==> config.mk <==
export PLATFORM = sky130hd
export DESIGN_NAME = pmwc_top
export DESIGN_NICKNAME = d
export VERILOG_FILES = /design/src/rtl/pmwc_pkg.sv /design/src/rtl/pmwc_timer.sv /design/src/rtl/pmwc_top.sv
export SDC_FILE = /design/constraint.sdc
export NUM_CORES = 1
export LEC_CHECK = 0
export BUFFER_PORTS_ARGS = -buffer_cell sky130_fd_sc_hd__buf_2
export CORE_UTILIZATION = 52
export DETAILED_ROUTE_END_ITERATION = 8
export PLACE_DENSITY = 0.73
export SLEW_MARGIN = 15
export SYNTH_ARGS = -nofsm -noshare
export SYNTH_HDL_FRONTEND = slang
export SYNTH_SLANG_ARGS = --single-unit
==> constraint.sdc <==
create_clock -name clock -period 3.27 [get_ports clock]
set_clock_uncertainty 0.05 [all_clocks]
set_input_delay 0.1635 -clock clock [delete_from_list [all_inputs] [get_ports clock]]
set_output_delay 0.1635 -clock clock [all_outputs]
set_load 0.01 [all_outputs]
==> src/rtl/pmwc_pkg.sv <==
/*
 * Constants for the power-management and wake control block.
 * Assumes a 200 MHz system clock and a byte-addressed Avalon-MM register slave.
 */
package pmwc_pkg;
	// ------------------------------------------------------------
	// Register map (byte addresses)
	// ------------------------------------------------------------
	localparam logic [7:0] PMWC_ADDR_BYTE_TEST = 8'h64;
	localparam logic [7:0] PMWC_ADDR_HWCONF = 8'h74;
	localparam logic [7:0] PMWC_ADDR_PM_CTRL = 8'h84;
	localparam logic [7:0] PMWC_ADDR_EVENT_CLR = 8'hA0;
	// ------------------------------------------------------------
	// Field positions of power_mgmt_control
	// ------------------------------------------------------------
	localparam int PMWC_B_MODE_LO = 12;
	localparam int PMWC_B_XRST = 10;
	localparam int PMWC_B_LWAKE_EN = 9;
	localparam int PMWC_B_EDET_EN = 8;
	localparam int PMWC_B_BUF_TYPE = 6;
	localparam int PMWC_B_CAUSE_LO = 4;
	localparam int PMWC_B_PULSE = 3;
	localparam int PMWC_B_POL = 2;
	localparam int PMWC_B_PIN_EN = 1;
	localparam int PMWC_B_READY = 0;
	// ------------------------------------------------------------
	// Encodings and reset values
	// ------------------------------------------------------------
	localparam logic [1:0] PMWC_MODE_NORMAL = 2'h0;
	localparam logic [1:0] PMWC_MODE_WAKE_FRAME = 2'h1;
	localparam logic [1:0] PMWC_MODE_ENERGY = 2'h2;
	localparam logic [1:0] PMWC_CAUSE_NONE = 2'h0;
	localparam logic [1:0] PMWC_CAUSE_ENERGY = 2'h1;
	localparam logic [1:0] PMWC_CAUSE_LAN = 2'h2;
	localparam logic [1:0] PMWC_CAUSE_MULTI = 2'h3;
	localparam logic [31:0] PMWC_HWCONF_RESET = 32'h00000000;
	localparam logic [31:0] PMWC_BYTE_TEST_VALUE = 32'h87654321;
	// ------------------------------------------------------------
	// Timing
	// ------------------------------------------------------------
	localparam int PMWC_CLK_MHZ = 200;
	localparam int PMWC_XRST_US = 100;
	localparam int PMWC_XRST_CYCLES = PMWC_XRST_US * PMWC_CLK_MHZ;
	localparam int PMWC_PULSE_MS = 50;
	localparam int PMWC_PULSE_CYCLES = PMWC_PULSE_MS * 1000 * PMWC_CLK_MHZ;
	localparam int PMWC_SETTLE_CYCLES = 64;
	localparam int PMWC_CNT_W = 24;

	typedef enum logic [2:0] {
		PMWC_ST_NORMAL = 3'b001,
		PMWC_ST_SLEEP = 3'b010,
		PMWC_ST_SETTLE = 3'b100
	} pmwc_state_t;
endpackage

==> src/rtl/pmwc_timer.sv <==
/*
 * Load-and-run down counter; busy while counting.
 * Assumes load is a one-cycle strobe from the same clock domain.
 */
`timescale 1ns/10ps
`default_nettype none
module pmwc_timer #(
	parameter int W = 24
) (
	input wire logic clock,
	input wire logic rst,
	input wire logic load,
	input wire logic [W-1:0] count,
	input wire logic stop,
	output logic busy,
	output logic done
);
	logic [W-1:0] cnt_q;

	always_ff @(posedge clock or posedge rst) begin
		if (rst) begin
			cnt_q <= '0;
			busy <= 1'b0;
			done <= 1'b0;
		end else begin
			done <= 1'b0;
			if (load) begin
				cnt_q <= count;
				busy <= 1'b1;
			end else if (stop) begin
				busy <= 1'b0;
			end else if (busy) begin
				if (cnt_q <= W'(1)) begin
					busy <= 1'b0;
					done <= 1'b1;
				end else begin
					cnt_q <= cnt_q - W'(1);
				end
			end
		end
	end
endmodule // pmwc_timer
`default_nettype wire

==> src/rtl/pmwc_top.sv <==
/*
 * Power-management control register, transceiver reset timer, wake-cause
 * capture and wake pin driver, behind an Avalon-MM slave.
 * Assumes wake event inputs are asynchronous levels from the detectors.
 */
// Summary of operation
// Mode field: 00 normal, 01 wake-frame sleep, 10 energy sleep, 11 reserved.
// Any write to the byte-order test register wakes a sleeping device.
// Host writes only the byte-order test register while not ready.
// Writing 1 to bit 10 holds transceiver reset 100us, then clears.
// Writes to bit 10 are ignored while it reads high.
// Enabled LAN wake event raises irq; pin too when pin enabled.
// Enabled energy-detect event raises irq; pin too when pin enabled.
// Bit 6 clear: open-drain active low; set: push-pull.
// Cause field: 00 none, 01 energy, 10 LAN wake, 11 multiple.
// Cause bits clear by writing 1, only when ready and sources quiet.
// Bit 3 set pulses pin 50ms; clear drives it continuously.
// Pin drops when cause cleared or relevant enable cleared.
// Push-pull: bit 2 set active high, clear active low.
// Bit 1 enables the pin only; irq unaffected.
// Bit 0 read-only ready: device stable and accessible.
// Control register stays readable in every power state.
// Host reads only config and control registers while not ready.
// Host reads once after power-up, reset or wake before writing.
// Ready clears on sleep entry, sets after wake settles.
`timescale 1ns/10ps
`default_nettype none
module pmwc_top
	import pmwc_pkg::*;
#(
	parameter int XRST_CYCLES = PMWC_XRST_CYCLES,
	parameter int PULSE_CYCLES = PMWC_PULSE_CYCLES,
	parameter int SETTLE_CYCLES = PMWC_SETTLE_CYCLES
) (
	input wire logic clock,
	input wire logic rst,
	input wire logic [7:0] avs_address,
	input wire logic avs_read,
	input wire logic avs_write,
	input wire logic [31:0] avs_writedata,
	input wire logic [3:0] avs_byteenable,
	output logic [31:0] avs_readdata,
	output logic avs_waitrequest,
	input wire logic lan_wake_event,
	input wire logic energy_detect_event,
	output logic transceiver_reset,
	output logic wake_event_irq,
	output logic wake_event_pin_out,
	output logic wake_event_pin_oe_n,
	output logic [1:0] power_state_out
);
	// ------------------------------------------------------------
	// Input synchronisers
	// ------------------------------------------------------------
	logic [1:0] lan_sync_q;
	logic [1:0] ed_sync_q;
	logic lan_ev;
	logic ed_ev;

	always_ff @(posedge clock or posedge rst) begin
		if (rst) begin
			lan_sync_q <= 2'h0;
			ed_sync_q <= 2'h0;
		end else begin
			lan_sync_q <= {lan_sync_q[0], lan_wake_event};
			ed_sync_q <= {ed_sync_q[0], energy_detect_event};
		end
	end
	assign lan_ev = lan_sync_q[1];
	assign ed_ev = ed_sync_q[1];

	// ------------------------------------------------------------
	// Bus decode
	// ------------------------------------------------------------
	// One wait cycle per access: waitrequest low on the second cycle.
	logic ack_q;
	logic wr_go;
	logic rd_go;
	logic sel_ctrl;
	logic sel_test;
	logic armed_q;
	logic ready_q;
	pmwc_state_t state_q;

	assign wr_go = avs_write & ack_q;
	assign rd_go = avs_read & ack_q;
	assign sel_ctrl = avs_address == PMWC_ADDR_PM_CTRL;
	assign sel_test = avs_address == PMWC_ADDR_BYTE_TEST;

	always_ff @(posedge clock or posedge rst) begin
		if (rst) begin
			ack_q <= 1'b0;
			avs_waitrequest <= 1'b1;
		end else begin
			ack_q <= (avs_read | avs_write) & ~ack_q;
			avs_waitrequest <= ~((avs_read | avs_write) & ~ack_q);
		end
	end

	// Writes other than the wake write are dead until a read arms them
	logic wr_ok;
	assign wr_ok = wr_go & armed_q & ready_q & avs_byteenable[0] & avs_byteenable[1];

	always_ff @(posedge clock or posedge rst) begin
		if (rst) begin
			armed_q <= 1'b0;
		end else if (state_q != PMWC_ST_NORMAL) begin
			armed_q <= 1'b0;
		end else if (rd_go) begin
			armed_q <= 1'b1;
		end
	end

	// ------------------------------------------------------------
	// Control fields
	// ------------------------------------------------------------
	logic [1:0] mode_q;
	logic lwake_en_q;
	logic edet_en_q;
	logic buf_type_q;
	logic pulse_q;
	logic pol_q;
	logic pin_en_q;
	logic xrst_busy;
	logic xrst_load;
	logic ctrl_wr;

	assign ctrl_wr = wr_ok & sel_ctrl;

	always_ff @(posedge clock or posedge rst) begin
		if (rst) begin
			lwake_en_q <= 1'b0;
			edet_en_q <= 1'b0;
			buf_type_q <= 1'b0;
			pulse_q <= 1'b0;
			pol_q <= 1'b0;
			pin_en_q <= 1'b0;
		end else if (ctrl_wr) begin
			lwake_en_q <= avs_writedata[PMWC_B_LWAKE_EN];
			edet_en_q <= avs_writedata[PMWC_B_EDET_EN];
			buf_type_q <= avs_writedata[PMWC_B_BUF_TYPE];
			pulse_q <= avs_writedata[PMWC_B_PULSE];
			pol_q <= avs_writedata[PMWC_B_POL];
			pin_en_q <= avs_writedata[PMWC_B_PIN_EN];
		end
	end

	// Reserved mode 11 is refused and leaves the mode unchanged
	always_ff @(posedge clock or posedge rst) begin
		if (rst) begin
			mode_q <= PMWC_MODE_NORMAL;
		end else if (state_q == PMWC_ST_SETTLE) begin
			mode_q <= PMWC_MODE_NORMAL;
		end else if (ctrl_wr && avs_writedata[PMWC_B_MODE_LO +: 2] != 2'h3) begin
			mode_q <= avs_writedata[PMWC_B_MODE_LO +: 2];
		end
	end

	assign xrst_load = ctrl_wr & avs_writedata[PMWC_B_XRST] & ~xrst_busy;

	pmwc_timer #(
		.W(PMWC_CNT_W)
	) u_xrst_timer (
		.clock(clock),
		.rst(rst),
		.load(xrst_load),
		.count(PMWC_CNT_W'(XRST_CYCLES)),
		.stop(1'b0),
		.busy(xrst_busy),
		.done()
	);

	always_ff @(posedge clock or posedge rst) begin
		if (rst) begin
			transceiver_reset <= 1'b0;
		end else begin
			transceiver_reset <= xrst_busy | xrst_load;
		end
	end

	// ------------------------------------------------------------
	// Power state sequencing
	// ------------------------------------------------------------
	logic [PMWC_CNT_W-1:0] settle_q;

	always_ff @(posedge clock or posedge rst) begin
		if (rst) begin
			state_q <= PMWC_ST_SETTLE;
			settle_q <= '0;
		end else begin
			unique case (state_q)
				PMWC_ST_NORMAL: begin
					if (ctrl_wr && avs_writedata[PMWC_B_MODE_LO +: 2] != PMWC_MODE_NORMAL
						&& avs_writedata[PMWC_B_MODE_LO +: 2] != 2'h3) begin
						state_q <= PMWC_ST_SLEEP;
					end
				end
				PMWC_ST_SLEEP: begin
					// Only the wake write gets through while asleep
					if (wr_go && sel_test) begin
						state_q <= PMWC_ST_SETTLE;
						settle_q <= '0;
					end
				end
				PMWC_ST_SETTLE: begin
					settle_q <= settle_q + PMWC_CNT_W'(1);
					if (settle_q >= PMWC_CNT_W'(SETTLE_CYCLES)) begin
						state_q <= PMWC_ST_NORMAL;
					end
				end
			endcase
		end
	end

	always_ff @(posedge clock or posedge rst) begin
		if (rst) begin
			ready_q <= 1'b0;
		end else begin
			ready_q <= (state_q == PMWC_ST_NORMAL) && !(ctrl_wr
				&& avs_writedata[PMWC_B_MODE_LO +: 2] != PMWC_MODE_NORMAL
				&& avs_writedata[PMWC_B_MODE_LO +: 2] != 2'h3);
		end
	end

	always_ff @(posedge clock or posedge rst) begin
		if (rst) begin
			power_state_out <= PMWC_MODE_NORMAL;
		end else begin
			power_state_out <= mode_q;
		end
	end

	// ------------------------------------------------------------
	// Wake cause capture
	// ------------------------------------------------------------
	logic lan_hit;
	logic ed_hit;
	logic [1:0] cause_q;
	logic [1:0] cause_d;
	logic cause_clr_ok;
	logic [1:0] clr_mask;
	logic [1:0] hit_vec;

	assign lan_hit = lwake_en_q & lan_ev;
	assign ed_hit = edet_en_q & ed_ev;
	assign hit_vec = {lan_hit, ed_hit};
	// Clear needs ready and quiet sources; an event in the same cycle wins
	assign cause_clr_ok = ready_q & ~lan_ev & ~ed_ev;
	assign clr_mask = (ctrl_wr & cause_clr_ok) ? avs_writedata[PMWC_B_CAUSE_LO +: 2] : 2'h0;

	always_comb begin
		cause_d = (cause_q & ~clr_mask) | hit_vec;
	end

	always_ff @(posedge clock or posedge rst) begin
		if (rst) begin
			cause_q <= PMWC_CAUSE_NONE;
		end else begin
			cause_q <= cause_d;
		end
	end

	always_ff @(posedge clock or posedge rst) begin
		if (rst) begin
			wake_event_irq <= 1'b0;
		end else begin
			// Irq ignores the pin enable
			wake_event_irq <= (cause_d[1] & lwake_en_q) | (cause_d[0] & edet_en_q);
		end
	end

	// ------------------------------------------------------------
	// Wake pin
	// ------------------------------------------------------------
	logic wake_lvl;
	logic wake_lvl_q;
	logic pulse_busy;
	logic pin_act;

	// Level drops as soon as cause or its enable goes away
	assign wake_lvl = pin_en_q & ((cause_q[1] & lwake_en_q) | (cause_q[0] & edet_en_q));

	always_ff @(posedge clock or posedge rst) begin
		if (rst) begin
			wake_lvl_q <= 1'b0;
		end else begin
			wake_lvl_q <= wake_lvl;
		end
	end

	pmwc_timer #(
		.W(PMWC_CNT_W + 4)
	) u_pulse_timer (
		.clock(clock),
		.rst(rst),
		.load(wake_lvl & ~wake_lvl_q),
		.count((PMWC_CNT_W + 4)'(PULSE_CYCLES)),
		.stop(~wake_lvl),
		.busy(pulse_busy),
		.done()
	);

	assign pin_act = pulse_q ? pulse_busy : wake_lvl;

	always_ff @(posedge clock or posedge rst) begin
		if (rst) begin
			wake_event_pin_out <= 1'b0;
			wake_event_pin_oe_n <= 1'b1;
		end else if (!buf_type_q) begin
			// Open drain: pull low when active, else release
			wake_event_pin_out <= 1'b0;
			wake_event_pin_oe_n <= ~pin_act;
		end else begin
			wake_event_pin_out <= pol_q ? pin_act : ~pin_act;
			wake_event_pin_oe_n <= 1'b0;
		end
	end

	// ------------------------------------------------------------
	// Read data
	// ------------------------------------------------------------
	logic [31:0] ctrl_rd;

	always_comb begin
		ctrl_rd = 32'h00000000;
		ctrl_rd[PMWC_B_MODE_LO +: 2] = mode_q;
		ctrl_rd[PMWC_B_XRST] = xrst_busy;
		ctrl_rd[PMWC_B_LWAKE_EN] = lwake_en_q;
		ctrl_rd[PMWC_B_EDET_EN] = edet_en_q;
		ctrl_rd[PMWC_B_BUF_TYPE] = buf_type_q;
		ctrl_rd[PMWC_B_CAUSE_LO +: 2] = cause_q;
		ctrl_rd[PMWC_B_PULSE] = pulse_q;
		ctrl_rd[PMWC_B_POL] = pol_q;
		ctrl_rd[PMWC_B_PIN_EN] = pin_en_q;
		ctrl_rd[PMWC_B_READY] = ready_q;
	end

	// Control register answers in every state; byte-order test register reads its value only when ready; the rest read zero
	always_ff @(posedge clock or posedge rst) begin
		if (rst) begin
			avs_readdata <= 32'h00000000;
		end else if (avs_read & ~ack_q) begin
			if (sel_ctrl) begin
				avs_readdata <= ctrl_rd;
			end else if (avs_address == PMWC_ADDR_HWCONF) begin
				avs_readdata <= PMWC_HWCONF_RESET;
			end else if (sel_test && ready_q) begin
				avs_readdata <= PMWC_BYTE_TEST_VALUE;
			end else begin
				avs_readdata <= 32'h00000000;
			end
		end
	end
endmodule // pmwc_top
`default_nettype wire

## After elaboration in Yosys (flattened, before gate mapping)

Cells that the tools add are included.

- Bits in registers: 138
- Bits of input ports: 50
- Output and inout bits: 39
- Word-level logic and storage cells: 132

- Add/subtract/negate cells: 3
- Magnitude comparators: 3
- Eq/ne operators: 13
- Mux-type cells: 32
- Bitwise gates (word level): 36
- Reduce and logical (&&, ||, !) cells: 18

Operator list:

| cell | number |
|---|---|
| 2-to-1 mux 28 bit | 4 |
| 2-to-1 mux 24 bit | 4 |
| 2-to-1 mux 32 bit | 3 |
| one-hot mux 24 bit (2 select lines) | 1 |
| <= comparator 28 x 1 -> 1 bit, second input constant | 1 |
| subtractor 28 x 1 -> 28 bit, second input constant | 1 |
| adder 24 x 1 -> 24 bit, second input constant | 1 |
| >= comparator 24 x 7 -> 1 bit, second input constant | 1 |
| <= comparator 24 x 1 -> 1 bit, second input constant | 1 |
| subtractor 24 x 1 -> 24 bit, second input constant | 1 |
| bitwise AND 1 bit | 22 |
| == test 8 x 7 -> 1 bit, second input constant | 2 |
| nonzero test 2 bit | 7 |
| 2-to-1 mux 1 bit | 13 |
| 2-to-1 mux 3 bit | 3 |
| one-hot mux 3 bit (3 select lines) | 1 |
| == test 8 bit, second input constant | 1 |
| != test 2 bit, second input constant | 4 |
| inverter 1 bit | 7 |
| logical AND 1 bit | 6 |
| 2-to-1 mux 2 bit | 3 |
| AND reduction 3 bit | 2 |
| != test 2 x 1 -> 1 bit, second input constant | 2 |
| OR 1 bit | 4 |
| other kinds (9) | 10 |

## Logic depth before layout (Yosys ltp)

- Word-level depth: 13
- Mapped depth: 9
- Mapped depth without buffers: 7

## Cells and area by module

A second synthesis with hierarchy kept.

- Cells, all modules: 680
- Area total of the unflattened synthesis: 6680.2 um^2

Modules (own cells, without submodules):

| module | instances | cells an instance | area each (um^2) | sequential area each (um^2) |
|---|---|---|---|---|
| pmwc_top | 1 | 295 | 3150.5 | 1630.3 |
| pmwc_timer at u_pulse_timer | 1 | 213 | 1914.3 | 750.7 |
| pmwc_timer at u_xrst_timer | 1 | 172 | 1615.3 | 650.6 |

## Least setup slack after synthesis

No wires, ideal clock.

- Kind: register -> register
- From: reg u_pulse_timer.cnt_q[8]
- To: reg u_pulse_timer.cnt_q[10]
- Library setup time: 0.131 ns
- Arrival: 2.254 ns
- Data required time: 3.089 ns
- Slack: 0.835 ns
- Cell stages (with the launch flop): 8
- Path buffers: 2
- Period minus slack after synthesis: 2.435 ns
- Cells stage by stage: dfrtp_1 -> or4_4 -> buf_6 -> or4_1 -> buf_2 -> o21ai_2 -> nor4_1 -> or3_1

- Word-level cells in the longest chain between the ends: 5
- Elaborated cells between the ends (all ways): 8
- Those cells by class: add/sub: 1; order compare: 1; eq/ne: 1; mux: 4; reduce/logical: 1

Ends and longest elaborated chain:

| what | line | RTL |
|---|---|---|
| from (decl) | pmwc_timer.sv:18 | `logic [W-1:0] cnt_q;` |
| from (signal assigned) | pmwc_timer.sv:28 | `cnt_q <= count;` |
| from (signal assigned) | pmwc_timer.sv:37 | `cnt_q <= cnt_q - W'(1);` |
| subtractor 28 x 1 -> 28 bit | pmwc_timer.sv:37 |  |
| 2-to-1 mux 28 bit | pmwc_timer.sv:33 | `if (cnt_q <= W'(1)) begin` |
| 2-to-1 mux 28 bit | pmwc_timer.sv:32 | `end else if (busy) begin` |
| 2-to-1 mux 28 bit | pmwc_timer.sv:30 | `end else if (stop) begin` |
| 2-to-1 mux 28 bit | pmwc_timer.sv:27 | `if (load) begin` |

Several ways; a longest one is shown, not always the timed one. The select of a mux whose other input is x is not followed.
A chain may end at the register's enable or synchronous reset.

## Final worst setup path

- From: reg u_pulse_timer.cnt_q[13]
- To: reg u_pulse_timer.cnt_q[10]

- Word-level cells in the longest chain between the ends: 3

Ends and longest elaborated chain:

| what | line |
|---|---|
| <= comparator 28 x 1 -> 1 bit | pmwc_timer.sv:33 |
| != test 2 x 1 -> 1 bit (no source line) | n/a |
| AND reduction 3 bit (no source line) | n/a |

No other way between the ends.

==> summary.md <==
| Metric | Value |
|---|---|
| Synth Instances | between 600 and 700 |
| Commonest non-fill, non-tap cell in the layout | dfrtp_1 |
| CTS H-tree lvls | 4 |
| Reg area | 2982 um2 |
| Largest net degree at the start of global routing | 65 |
| Reg clk slew, reported paths | around 50 ps |
| Setup CP Type | flip-flop to flip-flop |
| RSZ-0062 raised after global routing | no |
| Die width | 109.3 um |
| Deepest clock path buffer count | 2 |
| Post-route insts no fill | around 840 |
| DR vias | 4876 |
| Root Buffer | clkbuf_16 |
| Fmax | approximately 0.37 GHz |
| Clk_lat worst skew | 420 ps |
| Outcome | complete, no violations |
| Hold depth | 3 |
| Crit share post-route | 0.8350 |
| Slew Limit Fails | 0 |
| Gr usage total | 0.2425 |
| RePlAce Congestion | 0.8355 |
| Grt total ovfl | 0 |
| Final hold viol count | 0 |
| Avg Inst Size Synth | 9.696 um2 |
| Area growth from synthesis to layout | 18.52% |
| Leak | 3.278 nW |
| Seq pwr share | 0.415 |
| # DRC | 0 |
| Post-route antenna net violation count | 0 |
| Most frequent cells in the layout | 116 x dfrtp_1, 64 x nand2_1, 54 x nor2_1, 54 x buf_2, 37 x nand3_1 |
| Post-CTS Setup Bufs | 0 |
| Worst slew margin | 0.2761 |
| CTS tree | yes |
| Vias/cell | 5.819 |
| Final setup violation count | 0 |
| Area occupied by multi-input gates | 2743 um2 |
| # hold bufs at CTS | 11 |
| Switching share of power | 0.2122 |
| Crit end category | flip-flop |
| FF+latch count, synth | between 100 and 150 |
| Crit path time final | 2730 ps |
| Pre-antenna DRT Iters | 4 |
| Psw | 771.3 uW |
| Clk pwr share | 0.553 |
| Comb pwr share | 0.032 |
| Core area | ~11000 um2 |
| Initial core utilization | 0.5432 |
| Die span in y | 109.3 um |
| Fillers | a little under 900 |
| WP data required | 3520 ps |
| Ys flop type | dfrtp_1 |
| Synthesized area | 5992 um2 |
| Worst VDD drop | 0.0005478 V |
| Startpoint types | flip-flop |
| Final Instance Area | around 7000 um2 |
| First-pass GRT wire length | 22270 um |
| Setup TNS | 0 ps |
| Worst Tran Pin Value | about 1100 ps |
| Dpl cells | 795 |
| Post-DP HPWL | 8722 um |
| Internal Power | 2.863 mW |
| Synth Warn # | 0 |
| Max-cap violations | 0 |
| Vias in the first global route | 4730 |
| Num CTS Buffers | 17 |
| Pwr Total | 3.635 mW |
| Rows | 38 |
| R2R cell count | 5 |
| IO Count | 89 |
| Sequential-to-total area share from yosys stat | 0.4976 |
| Final wirelength | between 10000 and 15000 um |
| Nets | 741 |
| Power per Cell Area | slightly above 500 nW/um2 |
| Area after DPL | 6351 um2 |
| Share of cells above drive strength 1 | 0.1748 |
| Full die area | 11960 um2 |
| Tightest Hold Check Type | input port to flip-flop |
| Synth unique cells | 58 |
| Ant. Diodes | 0 |
| Port Buffers | 54 |
| CP Max Fanout | 14 |
| Hold_ws | 28.17 ps |
| Wirelength per Cell | 15.87 um |
| Async SR Flop Fraction | 1.000 |
| CP arrival | between 2000 and 3000 ps |
| Clk sinks | roughly 120 |
| Antenna violations before repair | 0 |
| Drt initial violations | 461 |
| Post-synth EDFFs | 0 |
| Resized cells post-CTS | 0 |
-- metal layers --
metal	part of all wire	global-route usage
met5	0	0
met2	0.48	0.3823
met1	0.45	0.3180
met3	0.047	0.06283
met4	0.018	0.1010
-- synth_stat cells (3+ instances only) --
library cell,n,share of area
dfrtp_1,116,0.48
nand2_1,64,0.040
nor2_1,54,0.034
nand3_1,37,0.031
o21ai_0,28,0.023
a21oi_1,23,0.019
nor3_1,22,0.018
buf_4,19,0.024
xor2_1,19,0.028
clkbuf_1,18,0.011
inv_1,18,0.011
nand4_1,18,0.019
xnor2_1,15,0.022
nor4_1,13,0.014
a22o_1,12,0.018
or4_1,12,0.015
mux2i_1,10,0.017
or3_1,10,0.010
and3_1,8,0.0084
or2_2,8,0.0084
a31oi_1,7,0.0073
o211ai_1,7,0.0088
and2_1,6,0.0063
ha_1,6,0.013
o2111ai_1,6,0.0088
a2111oi_0,4,0.0058
a211oi_1,4,0.0050
nor3b_1,4,0.0050
and4_1,3,0.0044
dfstp_2,3,0.013
nand2b_1,3,0.0031
o21a_1,3,0.0038
o21bai_1,3,0.0038
or3b_2,3,0.0044
-- final timing paths --
check	start	endpoint	slack (ps)
min in group asynchronous	rst	u_pulse_timer.cnt_q[15]	380
min	avs_writedata[4]	cause_q[0]	30
max reg2reg	u_pulse_timer.cnt_q[13]	u_pulse_timer.cnt_q[10]	540
max in group asynchronous	rst	state_q[2]	1970
min reg2reg	lan_sync_q[0]	lan_sync_q[1]	300
max	u_pulse_timer.cnt_q[13]	u_pulse_timer.cnt_q[10]	540
-- critical path, stage by stage (launching register included) --
cell	delay, ps
dfrtp_1	400
or4_1	650
or4_1	780
o21ai_2	320
nor4_1	70
or3_1	340
-- cells by family after synthesis --
family | count (synthesis) | synth area share
flip-flops | 119 | 0.4976
buffers and inverters | 58 | 0.05095
AND/OR/NAND/NOR | 278 | 0.2460
adder cells (fa/ha/maj) | 6 | 0.01253
AO/OA/AOI/OAI | 111 | 0.1240
XOR/XNOR | 34 | 0.04970
multiplexers | 11 | 0.01858
other | 1 | 0.0006258
-- power groups by stage --
stage | Clock (mW) | Combinational [mW] | Sequential, mW
4_1_cts | 2.04 | 0.117 | 1.51
6_report | 2.01 | 0.116 | 1.51
3_3_place_gp | 0 | 0.103 | 1.53
2_1_floorplan | 0 | 0.0756 | 1.53
5_1_grt | 2.10 | 0.133 | 1.51
3_5_place_dp | 0 | 0.106 | 1.53
-- layout make-up --
class                   instances  share of cell area
flip-flops and latches        119              0.4198
multi-input cells             451              0.3862
clock buffers                  20             0.06572
clock inverters                12             0.02449
well taps                     140             0.02467
repair buffers                 78             0.06906
inverters                      18             0.01004
-- through the flow --
step,setup WS (ps),util
global placement,618.3,0.5758
floorplan,834.7,-
finish,539.6,0.6438
CTS,542.0,0.6438
global route,388.3,0.6438
detailed placement,547.6,0.5758
-- sequential cells by signal, summed over array words and instances (netlist names), 2 cells and up --
| signal | cells |
|---|---|
| ed_sync_q | 2 |
| state_q | 3 |
| u_xrst_timer.cnt_q | 24 |
| power_state_out | 2 |
| cause_q | 2 |
| mode_q | 2 |
| settle_q | 24 |
| lan_sync_q | 2 |
| u_pulse_timer.cnt_q | 28 |
| avs_readdata | 13 |
(Power assumes the default switching activity.)
